File: src/smcp_consts.vh
`ifndef SMCP_CONSTS_VH
`define SMCP_CONSTS_VH
`define SMCP_ADDR_PREFIX    4'h8
`define SMCP_CMD_WRITE_CONFIG    8'h01
`define SMCP_CMD_READ_CONFIG     8'h02
`define SMCP_CMD_READ_CELL_VOLT  8'h04
`define SMCP_CMD_READ_FLAGS      8'h06
`define SMCP_CMD_READ_TEMP       8'h08
`define SMCP_CMD_POLL_ADC   8'h40
`define SMCP_CMD_POLL_INT   8'h50
`define SMCP_FAM_CELL       4'h1
`define SMCP_FAM_OPEN       4'h2
`define SMCP_FAM_TEMP       4'h3
`define SMCP_FAM_CELL_DC    4'h6
`define SMCP_FAM_OPEN_DC    4'h7
`define SMCP_SUB_UNUSED     4'hd
`define SMCP_SUB_CELL11     4'hb
`define SMCP_SUB_CELL12     4'hc
`define SMCP_SUB_TEMP_LAST  4'h3
`define SMCP_SUB_TEST1      4'he
`define SMCP_SUB_TEST2      4'hf
`define SMCP_CRC_POLY       8'h07
`define SMCP_CRC_INIT       8'h00
`define SMCP_CFG_BYTES      5'd6
`define SMCP_CV_BYTES       5'd18
`define SMCP_CV10_BYTES     5'd15
`define SMCP_FLG_BYTES      5'd3
`define SMCP_TMP_BYTES      5'd5
`define SMCP_CLK_HZ         25000000
`define SMCP_TOGGLE_HZ      1000
`define SMCP_HALF_CYC       (`SMCP_CLK_HZ / (2 * `SMCP_TOGGLE_HZ))
`define SMCP_CFG_LEVEL_POLL_BIT 4
`define SMCP_CFG_TEN_CELL_BIT   3
`endif

File: src/smcp_mem.v
`timescale 1ns/1ps
`default_nettype none
// small register-group memory; read data comes out of a register
module smcp_mem #(
  parameter DEPTH = 32,
  parameter AW    = 5
) (
  input  wire          mclk_i,
  input  wire          ce_i,
  input  wire          we_i,
  input  wire [AW-1:0] waddr_i,
  input  wire [7:0]    wdata_i,
  input  wire [AW-1:0] raddr_i,
  output reg  [7:0]    rdata_o
);
  reg [7:0] mem [0:DEPTH-1];  // byte storage, no reset needed
  // one write port, one registered read port
  always @(posedge mclk_i) begin
    if (ce_i) begin
      if (we_i) begin
        mem[waddr_i] <= wdata_i;
      end
      rdata_o <= mem[raddr_i];
    end
  end
endmodule // smcp_mem
`default_nettype wire

File: src/smcp_port.v
// Operation
// RQ1 - broadcast commands accepted regardless of address
// RQ2 - addressed command: 1000 prefix, address, command
// RQ3 - only matching address responds; others ignore
// RQ4 - CRC-8 x^8+x^2+x+1 over group bits
// RQ5 - CRC byte follows group, MSB first
// RQ6 - level-poll bit selects toggle or level
// RQ7 - toggle style: low busy, else 1kHz
// RQ8 - addressed toggle poll uses own state only
// RQ9 - broadcast toggle: idle releases unless top device
// RQ10 - chip-select high ends poll drive
// RQ11 - level style: low busy, high idle
// RQ12 - addressed level poll: low or released
// RQ13 - broadcast level poll: low or released
// RQ14 - after start command, report status until deselect
// RQ15 - 0x40 polls converter status
// RQ16 - 0x50 polls interrupt status
// RQ17 - 0x01 writes config, 0x02 reads it
// RQ18 - 0x04/0x06/0x08 read cell, flag, temp
// RQ19 - cell conversion codes 0x10-0x1F decoded
// RQ20 - open-wire codes 0x20-0x2F same nibbles
// RQ21 - temperature codes 0x30-0x3F decoded
// RQ22 - 0x6x/0x7x allow discharge during conversion
// RQ23 - mode 1,1: sample rising, shift falling
// RQ24 - chip-select low throughout; writes commit rising
// RQ25 - read: data low-to-high then CRC
// RQ26 - master avoids broadcast reads in parallel
`timescale 1ns/1ps
`default_nettype none
`include "smcp_consts.vh"
module smcp_port #(
  parameter HALF_CYC = `SMCP_HALF_CYC  // cycles per half of the 1kHz toggle
) (
  input  wire        mclk_i,
  input  wire        rst_b_i,
  input  wire        ce_i,
  input  wire        chip_select_in_b_i,  // active low chip select pin
  input  wire        serial_clock_in_i,
  input  wire        serial_data_in_i,
  input  wire [3:0]  part_addr_i,         // address pins
  input  wire        top_of_stack_sel_i,
  input  wire        adc_busy_i,          // converter busy
  input  wire        interrupt_i,         // ov/uv interrupt present
  input  wire        grp_wr_i,            // engine loads a result byte
  input  wire [4:0]  grp_wr_addr_i,       // 0-17 cell, 18-20 flag, 21-25 temp
  input  wire [7:0]  grp_wr_data_i,
  output reg         serial_data_out_o,
  output reg         serial_data_out_oe_o,
  output reg  [47:0] config_o,            // committed configuration group
  output reg         cfg_strobe_o,        // one-cycle pulse on commit
  output reg         conv_start_o,        // one-cycle pulse
  output reg  [7:0]  conv_cmd_o,          // accepted conversion code
  output reg         conv_discharge_o,
  output reg         conv_self_test_o,
  output reg  [11:0] conv_test_pattern_o
);
  localparam CW = 32;
  localparam [CW-1:0] HALF = HALF_CYC - 1;
  // one-hot states
  localparam [5:0] S_IDLE = 6'h01, S_HDR = 6'h02, S_CMD = 6'h04,
                   S_WR = 6'h08, S_RD = 6'h10, S_POLL = 6'h20;
  localparam [1:0] P_ADC = 2'h1, P_INT = 2'h2;
  // crc step over one bit, msb-first
  function [7:0] crc_bit;
    input [7:0] c;
    input       b;
    begin
      crc_bit = {c[6:0], 1'b0} ^ ((c[7] ^ b) ? `SMCP_CRC_POLY : 8'h00);
    end
  endfunction
  // two-flop synchronisers for pins
  reg [1:0] cs_s_q, sck_s_q, sdi_s_q, top_s_q;
  reg [7:0] addr_s_q;      // address pins, two stages of four
  reg       sck_d_q;       // delayed synced clock for edge finding
  reg       cs_d_q;
  always @(posedge mclk_i or negedge rst_b_i) begin
    if (!rst_b_i) begin
      cs_s_q  <= 2'h3;
      sck_s_q <= 2'h3;
      sdi_s_q <= 2'h0;
      top_s_q <= 2'h0;
      addr_s_q <= 8'h00;
      sck_d_q <= 1'b1;
      cs_d_q  <= 1'b1;
    end else if (ce_i) begin
      cs_s_q  <= {cs_s_q[0], chip_select_in_b_i};
      sck_s_q <= {sck_s_q[0], serial_clock_in_i};
      sdi_s_q <= {sdi_s_q[0], serial_data_in_i};
      top_s_q <= {top_s_q[0], top_of_stack_sel_i};
      addr_s_q <= {addr_s_q[3:0], part_addr_i};
      sck_d_q <= sck_s_q[1];
      cs_d_q  <= cs_s_q[1];
    end
  end
  wire cs_b   = cs_s_q[1];
  wire sck_r  = sck_s_q[1] & ~sck_d_q;  // sample edge [RQ23]
  wire sck_f  = ~sck_s_q[1] & sck_d_q;  // shift edge [RQ23]
  wire cs_rise = cs_b & ~cs_d_q;
  reg  [5:0]  st_q;
  reg  [7:0]  sh_q;          // receive shifter
  reg  [2:0]  bit_q;
  reg         bcast_q;       // command arrived without address byte
  reg  [7:0]  tx_q;          // transmit shifter
  reg  [4:0]  rd_ptr_q;      // memory byte index
  reg  [4:0]  rd_left_q;     // data bytes left to load, crc slot not counted
  reg         crc_slot_q;
  reg  [7:0]  crc_q;
  reg  [2:0]  wr_cnt_q;
  reg  [47:0] cfg_stage_q;   // staged write data
  reg  [1:0]  poll_kind_q;
  reg  [CW-1:0] tog_cnt_q;
  reg         tog_q;
  reg         load_q;        // memory read issued, load tx next
  wire [7:0]  mem_rd;
  wire [7:0]  rx_byte = {sh_q[6:0], sdi_s_q[1]};
  wire        byte_done = sck_r & (bit_q == 3'h7);
  wire        ten_cell_sel = config_o[`SMCP_CFG_TEN_CELL_BIT];
  // decode of a command byte
  wire [3:0] fam = rx_byte[7:4];
  wire [3:0] sub = rx_byte[3:0];
  wire is_cellfam = (fam == `SMCP_FAM_CELL) | (fam == `SMCP_FAM_OPEN) |
                    (fam == `SMCP_FAM_CELL_DC) | (fam == `SMCP_FAM_OPEN_DC);
  // valid start codes: unused and 10-cell-masked cells dropped [RQ19] [RQ20] [RQ22]
  wire cell_ok = is_cellfam & (sub != `SMCP_SUB_UNUSED) &
                 ~(ten_cell_sel & ((sub == `SMCP_SUB_CELL11) | (sub == `SMCP_SUB_CELL12)));
  // temperature codes: 0-3 and self tests, rest unused [RQ21]
  wire temp_ok = (fam == `SMCP_FAM_TEMP) &
                 ((sub <= `SMCP_SUB_TEMP_LAST) | (sub >= `SMCP_SUB_TEST1));
  wire start_ok = cell_ok | temp_ok;
  // group base index and length in memory
  reg [4:0] g_base, g_len;
  reg       g_rd;
  always @* begin
    g_base = 5'h00;
    g_len  = 5'h00;
    g_rd   = 1'b1;
    case (rx_byte) // [RQ18]
      `SMCP_CMD_READ_CELL_VOLT: g_len = ten_cell_sel ? `SMCP_CV10_BYTES : `SMCP_CV_BYTES;
      `SMCP_CMD_READ_FLAGS: begin
        g_base = `SMCP_CV_BYTES;
        g_len  = `SMCP_FLG_BYTES;
      end
      `SMCP_CMD_READ_TEMP: begin
        g_base = `SMCP_CV_BYTES + `SMCP_FLG_BYTES;
        g_len  = `SMCP_TMP_BYTES;
      end
      default: g_rd = 1'b0;
    endcase
  end
  wire cfg_rd = (rx_byte == `SMCP_CMD_READ_CONFIG);  // [RQ17]
  // the group base is fetched while the command decodes, so the registered
  // read already holds the first byte when the shifter loads it
  wire [4:0] mem_raddr = (st_q == S_RD) ? rd_ptr_q : g_base;
  smcp_mem #(.DEPTH(32), .AW(5)) u_mem (
    .mclk_i  (mclk_i),
    .ce_i    (ce_i),
    .we_i    (grp_wr_i),
    .waddr_i (grp_wr_addr_i),
    .wdata_i (grp_wr_data_i),
    .raddr_i (mem_raddr),
    .rdata_o (mem_rd)
  );
  reg cfg_src_q;  // read source is config group
  wire [7:0] cfg_byte = config_o[rd_ptr_q[2:0]*8 +: 8];
  wire [7:0] next_byte = cfg_src_q ? cfg_byte : mem_rd;
  wire own_state = (poll_kind_q == P_ADC) ? adc_busy_i : interrupt_i;
  // main sequencer
  always @(posedge mclk_i or negedge rst_b_i) begin
    if (!rst_b_i) begin
      st_q <= S_IDLE; sh_q <= 8'h00; bit_q <= 3'h0; bcast_q <= 1'b1;
      tx_q <= 8'hff; rd_ptr_q <= 5'h00; rd_left_q <= 5'h00;
      crc_slot_q <= 1'b0; crc_q <= `SMCP_CRC_INIT; wr_cnt_q <= 3'h0;
      cfg_stage_q <= 48'h0; poll_kind_q <= 2'h0; load_q <= 1'b0;
      cfg_src_q <= 1'b0; config_o <= 48'h0; cfg_strobe_o <= 1'b0;
      conv_start_o <= 1'b0; conv_cmd_o <= 8'h00; conv_discharge_o <= 1'b0;
      conv_self_test_o <= 1'b0; conv_test_pattern_o <= 12'h000;
    end else if (ce_i) begin
      cfg_strobe_o <= 1'b0;
      conv_start_o <= 1'b0;
      if (cs_b) begin
        // deselect ends any phase; writes commit on the rising edge [RQ10] [RQ24]
        if (cs_rise && st_q == S_WR && wr_cnt_q == `SMCP_CFG_BYTES) begin
          config_o     <= cfg_stage_q;
          cfg_strobe_o <= 1'b1;
        end
        st_q  <= S_IDLE;
        bit_q <= 3'h0;
      end else begin
        if (sck_r) begin
          sh_q  <= rx_byte;
          bit_q <= bit_q + 3'h1;
        end
        case (st_q)
          S_IDLE: begin
            st_q    <= S_HDR;
            bcast_q <= 1'b1;
          end
          S_HDR, S_CMD: if (byte_done) begin
            if (st_q == S_HDR && rx_byte[7:4] == `SMCP_ADDR_PREFIX) begin
              bcast_q <= 1'b0;  // [RQ2]
              // foreign address: sit silently until deselect [RQ3]
              st_q <= (rx_byte[3:0] == addr_s_q[7:4]) ? S_CMD : S_POLL;
              poll_kind_q <= 2'h0;
            end else if (rx_byte == `SMCP_CMD_WRITE_CONFIG) begin
              st_q <= S_WR;  // [RQ17]
              wr_cnt_q <= 3'h0;
            end else if (g_rd | cfg_rd) begin
              // read setup; broadcast reads also answered [RQ1] [RQ26]
              st_q <= S_RD;
              cfg_src_q <= cfg_rd;
              rd_ptr_q <= g_base;
              rd_left_q <= cfg_rd ? `SMCP_CFG_BYTES : g_len;
              crc_slot_q <= 1'b0;
              crc_q <= `SMCP_CRC_INIT;
              load_q <= 1'b1;
            end else if (rx_byte == `SMCP_CMD_POLL_ADC) begin
              st_q <= S_POLL;  // [RQ15]
              poll_kind_q <= P_ADC;
            end else if (rx_byte == `SMCP_CMD_POLL_INT) begin
              st_q <= S_POLL;  // [RQ16]
              poll_kind_q <= P_INT;
            end else if (start_ok) begin
              // start, then report converter status until deselect [RQ14]
              conv_start_o     <= 1'b1;
              conv_cmd_o       <= rx_byte;
              conv_discharge_o <= (fam == `SMCP_FAM_CELL_DC) | (fam == `SMCP_FAM_OPEN_DC);
              conv_self_test_o <= (sub == `SMCP_SUB_TEST1) | (sub == `SMCP_SUB_TEST2);
              conv_test_pattern_o <= (sub == `SMCP_SUB_TEST1) ? 12'h555 : 12'haaa;
              st_q <= S_POLL;
              poll_kind_q <= P_ADC;
            end else begin
              st_q <= S_POLL;  // unknown: ignore rest
              poll_kind_q <= 2'h0;
            end
          end
          S_WR: if (byte_done && wr_cnt_q != `SMCP_CFG_BYTES) begin
            // data byte low first, staged until commit [RQ25]
            cfg_stage_q[wr_cnt_q*8 +: 8] <= rx_byte;
            wr_cnt_q <= wr_cnt_q + 3'h1;
          end
          S_RD: begin
            if (load_q) begin
              // fetched byte or crc enters the shifter
              load_q <= 1'b0;
              tx_q <= crc_slot_q ? crc_q : next_byte;  // [RQ5]
              if (!crc_slot_q) begin
                crc_q <= crc_bit(crc_bit(crc_bit(crc_bit(crc_bit(crc_bit(
                         crc_bit(crc_bit(crc_q, next_byte[7]), next_byte[6]),
                         next_byte[5]), next_byte[4]), next_byte[3]),
                         next_byte[2]), next_byte[1]), next_byte[0]);  // [RQ4]
                rd_ptr_q <= rd_ptr_q + 5'h01;
                rd_left_q <= rd_left_q - 5'h01;
              end
            end else if (byte_done) begin
              // next byte low to high, crc after last [RQ25]
              if (crc_slot_q) begin
                st_q <= S_POLL;
                poll_kind_q <= 2'h0;
              end else begin
                crc_slot_q <= (rd_left_q == 5'h00);
                load_q <= 1'b1;
              end
            end else if (sck_f && bit_q != 3'h0) begin
              tx_q <= {tx_q[6:0], 1'b1};  // shift on falling edge [RQ23]
            end
          end
          S_POLL: ;
          default: st_q <= S_IDLE;
        endcase
      end
    end
  end
  // 1kHz toggle source
  always @(posedge mclk_i or negedge rst_b_i) begin
    if (!rst_b_i) begin
      tog_cnt_q <= {CW{1'b0}};
      tog_q     <= 1'b1;
    end else if (ce_i) begin
      if (tog_cnt_q >= HALF) begin
        tog_cnt_q <= {CW{1'b0}};
        tog_q     <= ~tog_q;
      end else begin
        tog_cnt_q <= tog_cnt_q + {{(CW-1){1'b0}}, 1'b1};
      end
    end
  end
  // output pin drive
  always @(posedge mclk_i or negedge rst_b_i) begin
    if (!rst_b_i) begin
      serial_data_out_o    <= 1'b1;
      serial_data_out_oe_o <= 1'b0;
    end else if (ce_i) begin
      serial_data_out_o    <= 1'b1;
      serial_data_out_oe_o <= 1'b0;
      if (!cs_b && st_q == S_RD && !load_q) begin
        serial_data_out_o    <= tx_q[7];
        serial_data_out_oe_o <= 1'b1;
      end else if (!cs_b && st_q == S_POLL && poll_kind_q != 2'h0) begin  // [RQ10]
        if (own_state) begin
          serial_data_out_o    <= 1'b0;  // busy pulls low [RQ7] [RQ11]
          serial_data_out_oe_o <= 1'b1;
        end else if (!config_o[`SMCP_CFG_LEVEL_POLL_BIT]) begin  // [RQ6]
          // toggle; broadcast idle non-top releases [RQ8] [RQ9]
          serial_data_out_o    <= tog_q;
          serial_data_out_oe_o <= ~bcast_q | top_s_q[1];
        end
        // level idle releases; pull-up gives high [RQ12] [RQ13]
      end
    end
  end
endmodule // smcp_port
`default_nettype wire

File: config.mk
export PLATFORM = sky130hd
export DESIGN_NAME = smcp_port
export DESIGN_NICKNAME = d
export VERILOG_FILES = /design/src/smcp_mem.v /design/src/smcp_port.v
export VERILOG_INCLUDE_DIRS = /design/src
export SDC_FILE = /design/constraint.sdc
export NUM_CORES = 1
export LEC_CHECK = 0
export BUFFER_PORTS_ARGS = -buffer_cell sky130_fd_sc_hd__buf_2
export CAP_MARGIN = 20
export CORE_MARGIN = 2
export CORE_UTILIZATION = 27
export CTS_BUF_LIST = sky130_fd_sc_hd__clkbuf_8
export DETAILED_ROUTE_END_ITERATION = 10
export PLACE_DENSITY = 0.47
export SLEW_MARGIN = 40
export SYNTH_ARGS = -nofsm -noshare
export SYNTH_HDL_FRONTEND = slang
export SYNTH_SLANG_ARGS = --single-unit
export TNS_END_PERCENT = 100
File: constraint.sdc
create_clock -name mclk_i -period 3.3 [get_ports mclk_i]
set_clock_uncertainty 0.1 [all_clocks]
set_input_delay 0.33 -clock mclk_i [delete_from_list [all_inputs] [get_ports mclk_i]]
set_output_delay 0.33 -clock mclk_i [all_outputs]
set_load 0.02 [all_outputs]
==> reports/qor.yml <==
status:
  status: "completed"
sta:
  setup_viol: 0
  grt_setup_unrepaired: "false"
  slew_headroom_pct: 43.9
  slew_viol_final: 0
  finalSetupTns_ns: 0
  timing.final.hold_violations: 0
  finalCritPeriodShare_pct: 97.9
  fin_crit_ns: 3.23
  tightest_slew_ns: 0.842
  clock.fmax_ghz: 0.309
global_routing:
  grt_usage_pct: 14.7
  grt_pass1_wl_mm: 87.7
  grt_pass1_vias: 14000
  antenna_found_initial: 0
  grt_max_degree: 84
  grt_remaining_overflow: 0
drt:
  first_iter_violations: 977
  drc: 0
  drt-met1-wl_mm: 26.0
  vias: 13900
  highest_layer: "met4"
  wl_met3_mm: 3.11
  ant_nets: 0
  wl_per_cell_um: 20.1
  first_pass_iters: 5
  wl_mm: 57.8
  viasPerCell: 4.83
  wl_met2_mm: 27.2
critical_path:
  critPathMaxStageDelay_ns: 0.60
  crit_required_ns: 3.68
  critPathCaptureType: "register"
  path_max_fanout: 59
  cp.arrival_ns: 3.61
  setup.worst_path.start_class: "register"
  cp_slowest_cell: "or4_4"
  worstSetupPathType: "reg -> reg"
  path_cells: "or4_4 > o2111a_2 > a22oi_4 > buf_12 > nand2_1 > a32oi_1 > a31oi_1 > a311oi_1"
place:
  gp_congestion: 0.792
  dpl_cell_area_um2: 22500
  place_inst: 2708
  post-dp-hpwl_mm: 37.2
  io_buffers: 100
final_layout:
  nets: 1869
  layout_common_cells: "nand2_1 (277), edfxtp_1 (264), dfrtp_1 (195)"
  diodes: 0
  drive_gt1_share_pct: 24.0
  final_common_cell: "nand2_1"
  syn2layout_area_growth_pct: 17.7
  final_cells: 2870
  fillers: 7682
  fin_area_um2: 24300
  seq_area_um2: 13300
  multiInputGateArea_um2: 6770
synthesis:
  async_flop_share_pct: 44.8
  ys_types: 74
  synth_warnings: 0
  synth_mux_area_share_pct: 8.86
  ys_seq_area_share_pct: 64.4
  postSynthCellCount: 1668
  synth-simple-area-share_pct: 13.6
  synth-xor-area-share_pct: 1.85
  synth_area_um2: 20700
  yosys_register_bits: 478
  synth_edf_count: 264
  synth_top_family_by_area: "simple AND/OR/NAND/NOR gates"
  synthAdderAreaFrac_pct: 0.666
  avgSynthCellArea_um2: 12.4
  synth_compound_area_share_pct: 7.51
  synth_ff_type: "edfxtp_1"
  syn_nets: 1706
clock_tree:
  tritoncts: "yes"
  clock_sinks: 478
  post-cts-setup-buffers: 0
  clock_latency_ns: 0.69
  h-tree-depth: 3
  clk_path_buf_depth: 3
  root_buffer: "clkbuf_8"
  clk_pin_slew_ns: 0.06
  numCtsBuffers: 87
die:
  core_um2: 75800
  rows: 101
  chipWidth_um: 281
  design.die.area_um2: 78800
  initial_core_util_pct: 27.3
  io_pins: 101
  die_y_um: 281
hold_path:
  hold_class: "in -> reg"
pwr:
  peakVddDrop_mv: 0.278
  powerDensity_nw_per_um2: 597
  leakagePower_uw: 0.00975
flow_run:
  drv_cap: 0
[routing by layer]
layer / track usage [%] / vias up
met1: 19.4 / 6982
met5: 0 / -
met3: 3.05 / 98
met2: 24.1 / 393
li1: - / 6398
met4: 4.80 / 0
[where the power goes]
part,internal (uW),total [uW],switching (uW)
combinational,857,2320,1460
sequential,6560,6810,251
clock,2840,5390,2540
[path summary, 6_finish.rpt]
| check | endpoint | depth (start not counted) | slack (ns) | start |
|---|---|---|---|---|
| max | u_mem.rdata_o[0]$_DFFE_PP_ | 8 | 0.07 | st_q[1]$_DFFE_PN0P_ |
| min | serial_data_out_oe_o$_DFFE_PN0P_ | 5 | 0.05 | adc_busy_i |
| max reg2reg | u_mem.rdata_o[0]$_DFFE_PP_ | 8 | 0.07 | st_q[1]$_DFFE_PN0P_ |
| min reg2reg | cfg_stage_q[40]$_DFFE_PN0P_ | 2 | 0.38 | cfg_stage_q[40]$_DFFE_PN0P_ |
| max in group asynchronous | config_o[13]$_DFFE_PN0P_ | 3 | 2.14 | rst_b_i |
| min in group asynchronous | sh_q[5]$_DFFE_PN0P_ | 2 | 0.16 | rst_b_i |
[critical path, delay by kind of cell, from the launching register on]
kind	cells	cell delay, ns
buf+inv	1	0.31
flops	1	0.46
simple gates	2	0.70
compound gates	5	1.43
[area by class of cell]
class | count | area share [%]
Clock buffer | 97 | 5.49
Inverter | 30 | 0.463
Tap cell | 978 | 5.03
Sequential cell | 478 | 54.7
Timing Repair Buffer | 182 | 5.28
Multi-Input combinational cell | 1052 | 27.8
Clock inverter | 53 | 1.24
[cells by family after synthesis]
kind of cell,Yosys count
and+or+nand+nor,615
buffers and inverters,138
muxes,158
xor gates and xnor gates,39
adders and majority gates,11
DFF,478
AOI/OAI and AO/OA,229
[state kept, by name (all words and copies together), names as in the netlist, 3 cells and up]
name / cells
addr_s_q: 8
bit_q: 3
cfg_stage_q: 48
config_o: 48
conv_cmd_o: 8
crc_q: 8
rd_left_q: 5
rd_ptr_q: 5
sh_q: 7
st_q: 6
tog_cnt_q: 32
tx_q: 8
u_mem.mem: 256
u_mem.rdata_o: 8
wr_cnt_q: 3
[cells in the mapped netlist (12+ instances only)]
cell | n | area (um^2)
dfstp_2 | 18 | 473
nand2_1 | 277 | 1040
nand4_1 | 25 | 156
o21ai_0 | 68 | 340
inv_1 | 30 | 113
nor2_1 | 103 | 387
a21oi_1 | 23 | 115
edfxtp_1 | 264 | 7930
nor3_1 | 20 | 100
nor2b_1 | 12 | 75.1
mux2_2 | 120 | 1350
buf_2 | 21 | 105
clkbuf_1 | 61 | 229
dfrtp_1 | 196 | 4900
buf_4 | 19 | 143
a32oi_1 | 24 | 210
and3_1 | 15 | 93.8
nand3_1 | 100 | 500
xnor2_1 | 25 | 219
mux2i_1 | 30 | 300
a31oi_1 | 39 | 244
[stage by stage]
stage | utilization [%] | hold slack, ns | total power, uW | setup slack, ns
floorplan | - | -0.0656 | 8290 | 0.591
global placement | 29.7 | 0.274 | 9210 | 0.0715
detailed placement | 29.7 | 0.283 | 9220 | 0.0334
CTS | 32.1 | 0.00588 | 14700 | 0.0364
global route | 32.1 | 0.0271 | 15200 | 0.00474
finish | 32.1 | 0.0520 | 14500 | 0.0680
[timing repair]
action,4_1_cts,5_1_grt
gates resized for setup,0,1
hold buffers,12,0
endpoints found under the setup margin,0,1
endpoints found under the hold margin,91,0
No activity file was read; power rests on OpenSTA's default activity.
